### config.mk
export PLATFORM = sky130hd
export DESIGN_NAME = hbsf_half_bridge_ctrl
export DESIGN_NICKNAME = d
export VERILOG_FILES = /design/src/rtl/hbsf_half_bridge_ctrl.v
export VERILOG_INCLUDE_DIRS = /design/src /design/src/rtl
export SDC_FILE = /design/constraint.sdc
export NUM_CORES = 1
export LEC_CHECK = 0
export BUFFER_PORTS_ARGS = -buffer_cell sky130_fd_sc_hd__buf_2
export CAP_MARGIN = 0
export CORE_UTILIZATION = 52
export DETAILED_ROUTE_END_ITERATION = 10
export PLACE_DENSITY = 0.77
export SLEW_MARGIN = 10
export SYNTH_ARGS = -nofsm -noshare
export SYNTH_HDL_FRONTEND = slang
export SYNTH_SLANG_ARGS = --single-unit
### constraint.sdc
create_clock -name core_clk -period 2.4 [get_ports core_clk]
set_input_delay 0.24 -clock core_clk [delete_from_list [all_inputs] [get_ports core_clk]]
set_output_delay 0.24 -clock core_clk [all_outputs]
set_load 0.01 [all_outputs]
### src/rtl/hbsf_consts.vh
/*
 hbsf_consts.vh: named constants of the half-bridge serial fault controller.
 Assumes it is included by bare name from the design file, after the timescale.
*/
`ifndef HBSF_CONSTS_VH
`define HBSF_CONSTS_VH

// channel and word sizes
`define HBSF_NUM_CH 8
`define HBSF_WORD_W 16
`define HBSF_GRP0_N 6
`define HBSF_GRP1_N 2

// reset contents of command and status storage
`define HBSF_CMD_RESET 16'h0000
`define HBSF_STAT_RESET 16'h0000

// command word fields
`define HBSF_CMD_SRR 15
`define HBSF_CMD_GRP 14
`define HBSF_CMD_EN_LO 8
`define HBSF_CMD_CFG_LO 2
`define HBSF_CMD_UNDERLOAD_SHUTDOWN_ENABLE 1
`define HBSF_CMD_OVERVOLTAGE_LOCKOUT_ENABLE 0

// status word fields
`define HBSF_ST_OCS 15
`define HBSF_ST_PSF 14
`define HBSF_ST_ULD 13
`define HBSF_ST_HBST_LO 7
`define HBSF_ST_HBCR_LO 1
`define HBSF_ST_TW 0

// frame length check
`define HBSF_MIN_BITS 5'h10
`define HBSF_BYTE_MOD 3'h0

// non-overlap delay between high and low side
`define HBSF_CLK_MHZ 125
`define HBSF_NOVL_NS 500
`define HBSF_NOVL_CYC ((`HBSF_NOVL_NS * `HBSF_CLK_MHZ + 999) / 1000)

`endif

### src/rtl/hbsf_half_bridge_ctrl.v
/*
 hbsf_half_bridge_ctrl.v: serial command port, daisy-chain output path, fault
 latching and shoot-through-safe drive of eight half-bridge channels.
 Assumes one 125 MHz core clock, a synchronous high reset tied to logic power-on,
 and that the serial pins and all fault detectors are asynchronous to the clock.
*/
// What this block does
// - reversed or interleaved words of valid length are still taken as a command
// - serial output ORs thermal-shutdown flag with serial input, muxed with status
// - on chip select fall, the thermal-shutdown pre-bit is driven immediately
// - after the first rising clock edge, the normal status stream is driven
// - reset clears command and status, outputs and serial output high impedance
// - serial frames are accepted only after reset has been released
// - supply undervoltage, or overvoltage if enabled, floats outputs, keeps command and status
// - eight channels form two groups, one command bit picks the group
// - high and low side never on together, non-overlap delay on switching
// - an enabled driver stays on until commanded off or shut down by fault
// - per channel truth table: off Z, low side, high side, fault forces Z
// - protection faults act on outputs, supervisory faults only report
// - thermal and overcurrent latch off; underload latches off only if enabled
// - undervoltage always, overvoltage if enabled, lock out and recover alone
// - commands are taken during lockout and applied once it clears
// - shutdown, overcurrent, underload latch; supply fail and warning do not
// - last 16 bits load only when frame length passes, else frame dropped
// - config status reads zero whenever output status is zero
// - status reset acts at chip select rise, only on the selected group
`timescale 1ns/1ps
`default_nettype none
`include "hbsf_consts.vh"

module hbsf_half_bridge_ctrl (
	input wire core_clk, // 125 MHz core clock
	input wire srst, // synchronous reset, active high
	input wire chip_select_n, // serial chip select, active low, async
	input wire spiClk, // serial clock pin, async
	input wire spiDataIn, // serial data in pin, async
	output reg spiDataOut, // serial data out
	output reg spiDataOutOe, // serial data out enable, high while driven
	input wire supply_undervoltage, // driver supply undervoltage detect, async
	input wire supply_overvoltage, // driver supply overvoltage detect, async
	input wire [`HBSF_NUM_CH-1:0] thermalShutdownDet, // per-channel over-temperature, async
	input wire [`HBSF_NUM_CH-1:0] overcurrentDet, // per-channel overcurrent after delay, async
	input wire [`HBSF_NUM_CH-1:0] underloadDet, // per-channel underload after delay, async
	input wire [`HBSF_NUM_CH-1:0] thermalWarnDet, // per-channel thermal warning, async
	output reg [`HBSF_NUM_CH-1:0] high_side_driver, // high-side gate enables
	output reg [`HBSF_NUM_CH-1:0] low_side_driver // low-side gate enables
);

	localparam integer NOVL_INT = `HBSF_NOVL_CYC;
	localparam [6:0] NOVL_CYC = NOVL_INT[6:0]; // dead time fits seven bits
	localparam [6:0] CNT_ZERO = 7'h00;
	localparam [6:0] CNT_ONE = 7'h01;
	localparam [4:0] BITS_ZERO = 5'h00;
	localparam [4:0] BITS_ONE = 5'h01;
	localparam [2:0] MOD_ZERO = 3'h0;
	localparam [2:0] MOD_ONE = 3'h1;

	// two-flop synchronisers for the serial pins and supply monitors
	reg [2:0] csSync_q;
	reg [2:0] clkSync_q;
	reg [1:0] sdiSync_q;
	reg [1:0] uvSync_q;
	reg [1:0] ovSync_q;

	always @(posedge core_clk)
	begin
		if (srst)
		begin
			csSync_q <= 3'h7;
			clkSync_q <= 3'h0;
			sdiSync_q <= 2'h0;
			uvSync_q <= 2'h0;
			ovSync_q <= 2'h0;
		end
		else
		begin
			csSync_q <= {csSync_q[1:0], chip_select_n};
			clkSync_q <= {clkSync_q[1:0], spiClk};
			sdiSync_q <= {sdiSync_q[0], spiDataIn};
			uvSync_q <= {uvSync_q[0], supply_undervoltage};
			ovSync_q <= {ovSync_q[0], supply_overvoltage};
		end
	end

	// edge detection on the second and third stages only
	wire csFall = csSync_q[2] & ~csSync_q[1];
	wire csRise = ~csSync_q[2] & csSync_q[1];
	wire clkRise = ~clkSync_q[2] & clkSync_q[1];
	wire sdiS = sdiSync_q[1];
	wire uvS = uvSync_q[1];
	wire ovS = ovSync_q[1];

	// frame state and command storage
	reg armed_q; // chip select seen high since reset
	reg inFrame_q;
	reg started_q; // first rising clock edge of frame seen
	reg [`HBSF_WORD_W-1:0] shift_q;
	reg [4:0] bitCnt_q; // saturates at the minimum length
	reg [2:0] modCnt_q; // bits modulo eight
	reg [`HBSF_WORD_W-1:0] cmdWord_q;
	reg [`HBSF_NUM_CH-1:0] enCmd_q;
	reg [`HBSF_NUM_CH-1:0] cfgCmd_q;
	reg [1:0] uldscGrp_q;
	reg overvoltage_lockout_enable_q;
	reg grpSel_q;

	wire frameOk = (bitCnt_q == `HBSF_MIN_BITS) && (modCnt_q == `HBSF_BYTE_MOD);
	wire frameLoad = inFrame_q & csRise & frameOk;
	wire srrNow = frameLoad & shift_q[`HBSF_CMD_SRR];
	wire srrGrp = shift_q[`HBSF_CMD_GRP];

	// status word and fault summaries, built below
	reg [`HBSF_WORD_W-1:0] statWord;
	wire [`HBSF_NUM_CH-1:0] tsdLatch;
	wire [`HBSF_NUM_CH-1:0] ocLatch;
	wire [`HBSF_NUM_CH-1:0] uldLatch;
	wire [`HBSF_NUM_CH-1:0] twS;
	wire [`HBSF_NUM_CH-1:0] stOut;
	wire [`HBSF_NUM_CH-1:0] stCfg;
	wire tsdAny = |tsdLatch;
	wire lockout = uvS | (ovS & overvoltage_lockout_enable_q);

	// serial frame capture and command load
	always @(posedge core_clk)
	begin
		if (srst)
		begin
			armed_q <= 1'b0;
			inFrame_q <= 1'b0;
			started_q <= 1'b0;
			shift_q <= `HBSF_STAT_RESET;
			bitCnt_q <= BITS_ZERO;
			modCnt_q <= MOD_ZERO;
			cmdWord_q <= `HBSF_CMD_RESET;
			enCmd_q <= {`HBSF_NUM_CH{1'b0}};
			cfgCmd_q <= {`HBSF_NUM_CH{1'b0}};
			uldscGrp_q <= 2'h0;
			overvoltage_lockout_enable_q <= 1'b0;
			grpSel_q <= 1'b0;
		end
		else
		begin
			if (csSync_q[1] && !inFrame_q)
				armed_q <= 1'b1;
			if (csFall && armed_q)
			begin
				// status frozen for the whole frame
				inFrame_q <= 1'b1;
				started_q <= 1'b0;
				shift_q <= statWord;
				bitCnt_q <= BITS_ZERO;
				modCnt_q <= MOD_ZERO;
			end
			else if (inFrame_q && csRise)
			begin
				inFrame_q <= 1'b0;
				if (frameOk)
				begin
					// last sixteen bits become the command, word order unchecked
					cmdWord_q <= shift_q;
					grpSel_q <= shift_q[`HBSF_CMD_GRP];
					overvoltage_lockout_enable_q <= shift_q[`HBSF_CMD_OVERVOLTAGE_LOCKOUT_ENABLE];
					if (shift_q[`HBSF_CMD_GRP])
					begin
						enCmd_q[7:6] <= shift_q[`HBSF_CMD_EN_LO+1:`HBSF_CMD_EN_LO];
						cfgCmd_q[7:6] <= shift_q[`HBSF_CMD_CFG_LO+1:`HBSF_CMD_CFG_LO];
						uldscGrp_q[1] <= shift_q[`HBSF_CMD_UNDERLOAD_SHUTDOWN_ENABLE];
					end
					else
					begin
						enCmd_q[5:0] <= shift_q[`HBSF_CMD_EN_LO+5:`HBSF_CMD_EN_LO];
						cfgCmd_q[5:0] <= shift_q[`HBSF_CMD_CFG_LO+5:`HBSF_CMD_CFG_LO];
						uldscGrp_q[0] <= shift_q[`HBSF_CMD_UNDERLOAD_SHUTDOWN_ENABLE];
					end
				end
			end
			else if (inFrame_q && clkRise)
			begin
				// status out MSB first, command in at the bottom
				shift_q <= {shift_q[`HBSF_WORD_W-2:0], sdiS};
				started_q <= 1'b1;
				if (bitCnt_q != `HBSF_MIN_BITS)
					bitCnt_q <= bitCnt_q + BITS_ONE;
				modCnt_q <= modCnt_q + MOD_ONE;
			end
		end
	end

	// serial output: pre-bit path or status stream, floated outside frames
	always @(posedge core_clk)
	begin
		if (srst)
		begin
			spiDataOut <= 1'b0;
			spiDataOutOe <= 1'b0;
		end
		else
		begin
			spiDataOutOe <= inFrame_q | (csFall & armed_q);
			// pre-bit valid with the enable, status bit 15 leaves on the first rise
			if (csFall & armed_q)
				spiDataOut <= tsdAny | sdiS;
			else if (inFrame_q & clkRise)
				spiDataOut <= shift_q[`HBSF_WORD_W-1];
			else if (!started_q)
				spiDataOut <= tsdAny | sdiS;
		end
	end

	// per-channel fault latching and drive sequencing
	genvar i;
	generate
		for (i = 0; i < `HBSF_NUM_CH; i = i + 1)
		begin : gCh
			reg [1:0] tsdSync_q;
			reg [1:0] ocSync_q;
			reg [1:0] uldSync_q;
			reg [1:0] twSync_q;
			reg tsd_q;
			reg oc_q;
			reg uld_q;
			reg uldOff_q;
			reg [6:0] dead_q;
			wire inGrp1 = (i >= `HBSF_GRP0_N);
			wire clr = srrNow & (srrGrp == inGrp1);
			wire shut = tsd_q | oc_q | uldOff_q;
			wire on = enCmd_q[i] & ~shut & ~lockout;
			wire wantHs = on & cfgCmd_q[i];
			wire wantLs = on & ~cfgCmd_q[i];

			always @(posedge core_clk)
			begin
				if (srst)
				begin
					tsdSync_q <= 2'h0;
					ocSync_q <= 2'h0;
					uldSync_q <= 2'h0;
					twSync_q <= 2'h0;
					tsd_q <= 1'b0;
					oc_q <= 1'b0;
					uld_q <= 1'b0;
					uldOff_q <= 1'b0;
				end
				else
				begin
					tsdSync_q <= {tsdSync_q[0], thermalShutdownDet[i]};
					ocSync_q <= {ocSync_q[0], overcurrentDet[i]};
					uldSync_q <= {uldSync_q[0], underloadDet[i]};
					twSync_q <= {twSync_q[0], thermalWarnDet[i]};
					// a new fault beats a clear in the same cycle
					tsd_q <= tsdSync_q[1] | (tsd_q & ~clr);
					oc_q <= ocSync_q[1] | (oc_q & ~clr);
					uld_q <= uldSync_q[1] | (uld_q & ~clr);
					uldOff_q <= (uldSync_q[1] & uldscGrp_q[inGrp1]) | (uldOff_q & ~clr);
				end
			end

			// break before make with a dead time between sides
			always @(posedge core_clk)
			begin
				if (srst)
				begin
					high_side_driver[i] <= 1'b0;
					low_side_driver[i] <= 1'b0;
					dead_q <= CNT_ZERO;
				end
				else if ((high_side_driver[i] & ~wantHs) | (low_side_driver[i] & ~wantLs))
				begin
					high_side_driver[i] <= 1'b0;
					low_side_driver[i] <= 1'b0;
					dead_q <= NOVL_CYC;
				end
				else if (dead_q != CNT_ZERO)
					dead_q <= dead_q - CNT_ONE;
				else
				begin
					high_side_driver[i] <= wantHs;
					low_side_driver[i] <= wantLs & ~wantHs;
				end
			end

			assign tsdLatch[i] = tsd_q;
			assign ocLatch[i] = oc_q;
			assign uldLatch[i] = uld_q;
			assign twS[i] = twSync_q[1];
			assign stOut[i] = on;
			assign stCfg[i] = on & cfgCmd_q[i];
		end
	endgenerate

	// status word for the selected group, supervisory bits report only
	always @*
	begin
		statWord = `HBSF_STAT_RESET;
		statWord[`HBSF_ST_PSF] = uvS | ovS;
		statWord[`HBSF_ST_TW] = |twS;
		if (grpSel_q)
		begin
			statWord[`HBSF_ST_OCS] = |ocLatch[7:6];
			statWord[`HBSF_ST_ULD] = |uldLatch[7:6];
			statWord[`HBSF_ST_HBST_LO+1:`HBSF_ST_HBST_LO] = stOut[7:6];
			statWord[`HBSF_ST_HBCR_LO+1:`HBSF_ST_HBCR_LO] = stCfg[7:6];
		end
		else
		begin
			statWord[`HBSF_ST_OCS] = |ocLatch[5:0];
			statWord[`HBSF_ST_ULD] = |uldLatch[5:0];
			statWord[`HBSF_ST_HBST_LO+5:`HBSF_ST_HBST_LO] = stOut[5:0];
			statWord[`HBSF_ST_HBCR_LO+5:`HBSF_ST_HBCR_LO] = stCfg[5:0];
		end
	end

endmodule
`default_nettype wire

Yosys cells after proc, flatten, opt, wreduce, memory -nomap -nowiden
Index checks and enable logic that the tools add are counted.
{"block": "op_classes", "addsub": 10, "n_eq_ne": 4, "n_mux": 30, "bitwise_logic": 208, "n_reduce_logical": 46}
{"cell": "1-bit AND", "n": 107}
{"cell": "6-bit 2-to-1 mux", "n": 16}
{"cell": "1-bit OR", "n": 60}
{"cell": "7-bit nonzero test", "n": 8}
{"cell": "7-bit by 1-bit subtractor with 7-bit output, second input constant", "n": 8}
{"cell": "16-bit 2-to-1 mux", "n": 3}
{"cell": "1-bit inverter", "n": 41}
{"cell": "2-bit OR reduction", "n": 11}
{"cell": "2-bit nonzero test", "n": 10}
{"cell": "8-bit OR reduction", "n": 2}
{"cell": "6-bit OR reduction", "n": 2}
{"cell": "4-bit 2-to-1 mux", "n": 2}
{"cell": "4-bit AND reduction", "n": 2}
{"cell": "1-bit 2-to-1 mux", "n": 7}
{"cell": "3-bit AND reduction", "n": 2}
{"cell": "5-bit by 1-bit adder with 5-bit output, second input constant", "n": 1}
{"cell": "5-bit equality test, second input constant", "n": 1}
{"cell": "1-bit logical AND", "n": 5}
{"cell": "5-bit inequality test, second input constant", "n": 1}
{"cell": "2-bit 2-to-1 mux", "n": 2}
{"cell": "2-bit AND reduction", "n": 2}
{"cell": "3-bit by 1-bit adder with 3-bit output, second input constant", "n": 1}
{"cell": "3-bit logical NOT", "n": 1}
{"cell": "3-bit by 1-bit inequality test with 1-bit output, second input constant", "n": 1}
{"cell": "2 further kinds", "n": 2}
{"block": "totals", "ff_bits": 229, "inputBits": 39, "elab_cells": 415}

Logic depth before layout (Yosys ltp)
{"block": "logic_depth", "word_depth": 10, "mapped_depth": 7, "depth_no_buf": 6}

Worst setup path after synthesis
OpenSTA, ideal clock, no wires.
{"block": "synth_path", "path_type": "register to register", "startpoint": "register gCh[0].dead_q[0]", "endpoint": "register gCh[0].dead_q[1]", "setup_ns": 0.067, "arrival_ns": 1.794, "required_time_ns": 2.333, "setup_slack_ns": 0.539, "stages_incl_launch_ff": 7, "cell_sequence": "dfxtp_1 > inv_1 > ha_1 > or4b_4 > or3_4 > mux2_4 > a21oi_2"}
{"block": "synth_between", "elab_chain_len": 3, "word_cells_on_any_way": 5, "cone_classes": "1 x add/sub; 2 x mux; 2 x reduce/logical"}
{"item": "start: declaration", "line": "hbsf_half_bridge_ctrl.v:223", "rtl": "reg [6:0] dead_q;"}
{"item": "start signal: assignment", "line": "hbsf_half_bridge_ctrl.v:274", "rtl": "dead_q <= dead_q - CNT_ONE;"}
{"item": "7-bit by 1-bit subtractor with 7-bit output", "line": "hbsf_half_bridge_ctrl.v:274"}
{"item": "6-bit 2-to-1 mux", "line": "hbsf_half_bridge_ctrl.v:273", "rtl": "else if (dead_q != CNT_ZERO)"}
{"item": "6-bit 2-to-1 mux", "line": "hbsf_half_bridge_ctrl.v:267", "rtl": "else if ((high_side_driver[i] & ~wantHs) | (low_side_driver[i] & ~wantLs))"}
Several ways; a longest one is shown, not always the timed one. The select of a mux whose other input is x is not followed.
A chain may end at the register's enable or synchronous reset.

Final worst setup path
{"block": "layout_path", "startpoint": "register bitCnt_q[0]", "endpoint": "register cfgCmd_q[2]"}
{"block": "layout_between", "elab_chain_len": 3}
{"item": "start: declaration", "line": "hbsf_half_bridge_ctrl.v:98", "rtl": "reg [4:0] bitCnt_q;"}
{"item": "start signal: assignment", "line": "hbsf_half_bridge_ctrl.v:183", "rtl": "bitCnt_q <= bitCnt_q + BITS_ONE;"}
{"item": "5-bit equality test (no source line)"}
{"item": "1-bit logical AND", "line": "hbsf_half_bridge_ctrl.v:107", "rtl": "wire frameOk = (bitCnt_q == `HBSF_MIN_BITS) && (modCnt_q == `HBSF_BYTE_MOD);"}
{"item": "4-bit AND reduction (no source line)"}
{"item": "end signal: assignment", "line": "hbsf_half_bridge_ctrl.v:136", "rtl": "cfgCmd_q <= {`HBSF_NUM_CH{1'b0}};"}
{"item": "end signal: assignment", "line": "hbsf_half_bridge_ctrl.v:172", "rtl": "cfgCmd_q[5:0] <= shift_q[`HBSF_CMD_CFG_LO+5:`HBSF_CMD_CFG_LO];"}
{"item": "end: declaration", "line": "hbsf_half_bridge_ctrl.v:102", "rtl": "reg [`HBSF_NUM_CH-1:0] cfgCmd_q;"}
No other way between the ends.

==> results by group <==
Routing
  • ANT nets after route: 0
  • Drt first-iter violations: 452
  • Drt pass-1 iters: 5
  • Final wirelength: 18300 um
  • Wire per inst: 14.4 um
  • Vias per inst: approximately 5.4
  • Via count: 6928
  • DRC: 0

Power and ir drop
  • Sw Pwr: roughly 0.0031 W
  • Combinational share of power: about a quarter
  • Peak supply drop: slightly above 700 uV
  • Sequential power share: 41.6%
  • Total leakage power: 4.11 nW
  • Power after layout: approximately 0.011 W
  • Internal Power: between 0.007 and 0.008 W
  • Power per standard cell area: about 1000 nW/um^2
  • Sw Share: approximately 28%
  • Clk network pwr share: between 30% and 40%

Floorplan
  • CORE AREA: 16600 sq um
  • Starting density of the core: between 50 and 60%
  • Row cnt: 47
  • Die height: around 130 um
  • Die width: between 100 and 150 um
  • Die ar.: around 18000 sq um
  • Top Ports: 57

Timing
  • Fin crit share: 87.6%
  • Setup TNS: 0 ns
  • Worst Skew: 0.0215 ns
  • Slew HR: between 30 and 40%
  • Fin. Hold Viols: 0
  • F_max: between 400 and 500 MHz
  • Setup violators final: 0
  • Worst setup margin: between 0.2 and 0.3 ns
  • Hold Worst Slack: around 0.11 ns
  • Pins Over Slew Limit: 0
  • Slew @ Worst Pin: approximately 1.0 ns
  • RSZ-0062 raised after global routing: false
  • Post-layout min period: about 2.1 ns

Hold path
  • Hold Crit Class: in2reg
  • Hold Crit Start: srst

Critical path
  • Critical Path RT: ~2.8 ns
  • Crit. Startpoint: bitCnt_q[0]
  • Worst setup SP type: register
  • Setup crit end kind: register
  • FF-to-FF setup slack: a little under 0.3 ns
  • Crit Path Max Fanout: 13
  • Crit path arrival time: between 2 and 2.5 ns
  • WS Path Type: reg2reg
  • Reg-to-reg critical path startpoint: bitCnt_q[0]

Clock tree
  • Worst-Skew Late Latency: between 0.5 and 0.6 ns
  • # clock sinks: 229
  • Clk slew on worst S/H paths: about 0.060 ns
  • Post-CTS resize count: 0
  • Root Buffer: clkbuf_16
  • Clock Path Buffers: 3
  • H-tree depth: 1
  • CTS tree: done
  • Clock buffer count from CTS: 23
  • Number of post-CTS setup repair buffers: 0
  • # hold bufs at CTS: 37

Yosys
  • Seq cells post-synth: 229
  • Dominant synthesized flop cell: dfxtp_1
  • Synthesized area: roughly 9000 sq um
  • Mapped Nets: 1004
  • Synth warn: 0
  • Number of flops mapped to enable cells by yosys: 0
  • Synth cell types: between 50 and 60
  • Syn avg cell area: roughly 9.4 sq um
  • Cell count after synthesis: ~950
  • Post-synth ARST share: 0%
  • Sequential area share after synthesis: between 50 and 60%

Flow run
  • Max Cap Viol: 0

Cells and area
  • Area delta synth->final: 19.3%
  • Diode count: 0
  • Commonest non-fill, non-tap cell in the layout: dfxtp_1
  • Register Area: about 4600 sq um
  • Layout cells sized above 1: between 10% and 20%
  • Most frequent cells in the layout: dfxtp_1 (229), a21oi_1 (96), nor2_1 (84), nor2b_1 (81), nand2_1 (67)
  • Nets: 1099
  • Multi-input gate area: between 4000 and 5000 sq um
  • Fillers: 1312

Global route
  • First-pass GRT wire length: between 30000 and 40000 um
  • Initial antenna violation count: 0
  • Congestion Overflow GR: 0
  • Overall global routing resource usage: approximately a fifth
  • Largest net degree at the start of global routing: 103
  • Vias in the first global route: roughly 6600

Status
  • Status: finished clean

Placement
  • DPL Wire Length: 11300 um
  • Pre-CTS WS: 0.334 ns
  • Final GP Congestion: between 0.8 and 0.9
  • PortBufs: 56
-- cell usage after synthesis (3+ instances only) --
library cell	number	share of area, %
nand3b_1	13	1.1
mux2_2	14	1.8
nand2b_1	12	0.84
xor2_1	13	1.3
and3b_1	10	0.99
or3_1	7	0.49
o22ai_1	4	0.28
clkbuf_1	34	1.4
o2111a_1	3	0.38
ha_1	20	2.8
nor4_1	6	0.42
o2111ai_1	3	0.30
nand2_1	67	2.8
a211o_1	4	0.39
a21oi_1	96	5.4
o21ai_0	14	0.79
nor3_1	17	0.96
or4_1	6	0.51
inv_1	34	1.4
a31oi_1	23	1.6
nand3_1	32	1.8
a31o_2	4	0.39
a211oi_1	3	0.25
or2_2	4	0.28
buf_2	5	0.28
a21boi_0	3	0.25
nor4b_1	6	0.59
nor3b_1	4	0.34
mux2i_1	7	0.79
xnor2_1	18	1.8
o211ai_1	4	0.34
a311oi_1	9	0.89
dfxtp_1	229	52
nand4_1	6	0.42
a22oi_1	8	0.68
nor2b_1	81	5.7
nor2_1	84	3.5
nor4b_2	6	1.0
o21ai_1	6	0.34
and2_1	4	0.28
-- state kept, by name, indices dropped and copies added, names as in the netlist, 16 cells and up --
| name | cells |
|---|---|
| gCh.uldSync_q | 16 |
| gCh.ocSync_q | 16 |
| gCh.dead_q | 56 |
| gCh.twSync_q | 16 |
| shift_q | 16 |
| gCh.tsdSync_q | 16 |
-- power groups by stage --
stage	Clock, W	Combinational, W	Sequential (W)
6_report	0.00372	0.00273	0.00460
5_1_grt	0.00394	0.00310	0.00466
4_1_cts	0.00378	0.00274	0.00460
2_1_floorplan	0	0.00229	0.00459
3_5_place_dp	0	0.00267	0.00467
3_3_place_gp	0	0.00260	0.00466
-- through the flow --
stage,cell area (sq um),std cells,util [%]
final,10600,1277,63.7
after global routing,10600,1277,63.7
after CTS,10600,1277,63.7
after detailed placement,9440,1198,56.7
after global placement,9440,1198,56.7
after floorplan,8890,945,-
-- cell type report --
type / count / area share (%)
clock inverter: 15 / 1.82
multi-input combinational: 642 / 38.0
timing repair buffer: 110 / 7.52
clock buffer: 27 / 5.66
inverter: 34 / 1.20
tap: 220 / 2.60
sequential: 229 / 43.2
-- worst max-delay path, stage by stage, from the launching register on --
cell and delay [ns]:
dfxtp_1 0.32, inv_1 0.09, ha_1 0.17, nand4bb_1 0.26, or4_1 0.88, nand2_1 0.17, a21oi_1 0.07
-- metal layers --
layer / global-route usage (%) / part of all wire (%) / vias to the layer above
li1: - / - / 3475
met1: 27.1 / 46 / 3238
met2: 36.1 / 46 / 171
met3: 3.22 / 4.7 / 44
met4: 6.83 / 2.9 / 0
met5: 0 / 0 / -
-- path summary, 6_finish.rpt --
path | endpoint | cells past startpoint
worst max-delay path | cfgCmd_q[2] | 6
worst min-delay path | gCh[6].tsdSync_q[0] | 2
worst max register to register | cfgCmd_q[2] | 6
worst min register to register | csSync_q[1] | 1
-- kinds of logic (layout without fill, tap and decap cells) --
kind of cell	Yosys count	in the layout	synth area share, %
AO/OA/AOI/OAI	193	193	13.2
XOR/XNOR	31	31	3.05
adder cells (fa/ha/maj)	20	20	2.82
buffers and inverters	74	186	3.20
flip-flops	229	229	51.6
multiplexers	23	23	2.90
AND/OR/NAND/NOR	375	375	23.2
Note: power is estimated with default switching activity, not from simulation.
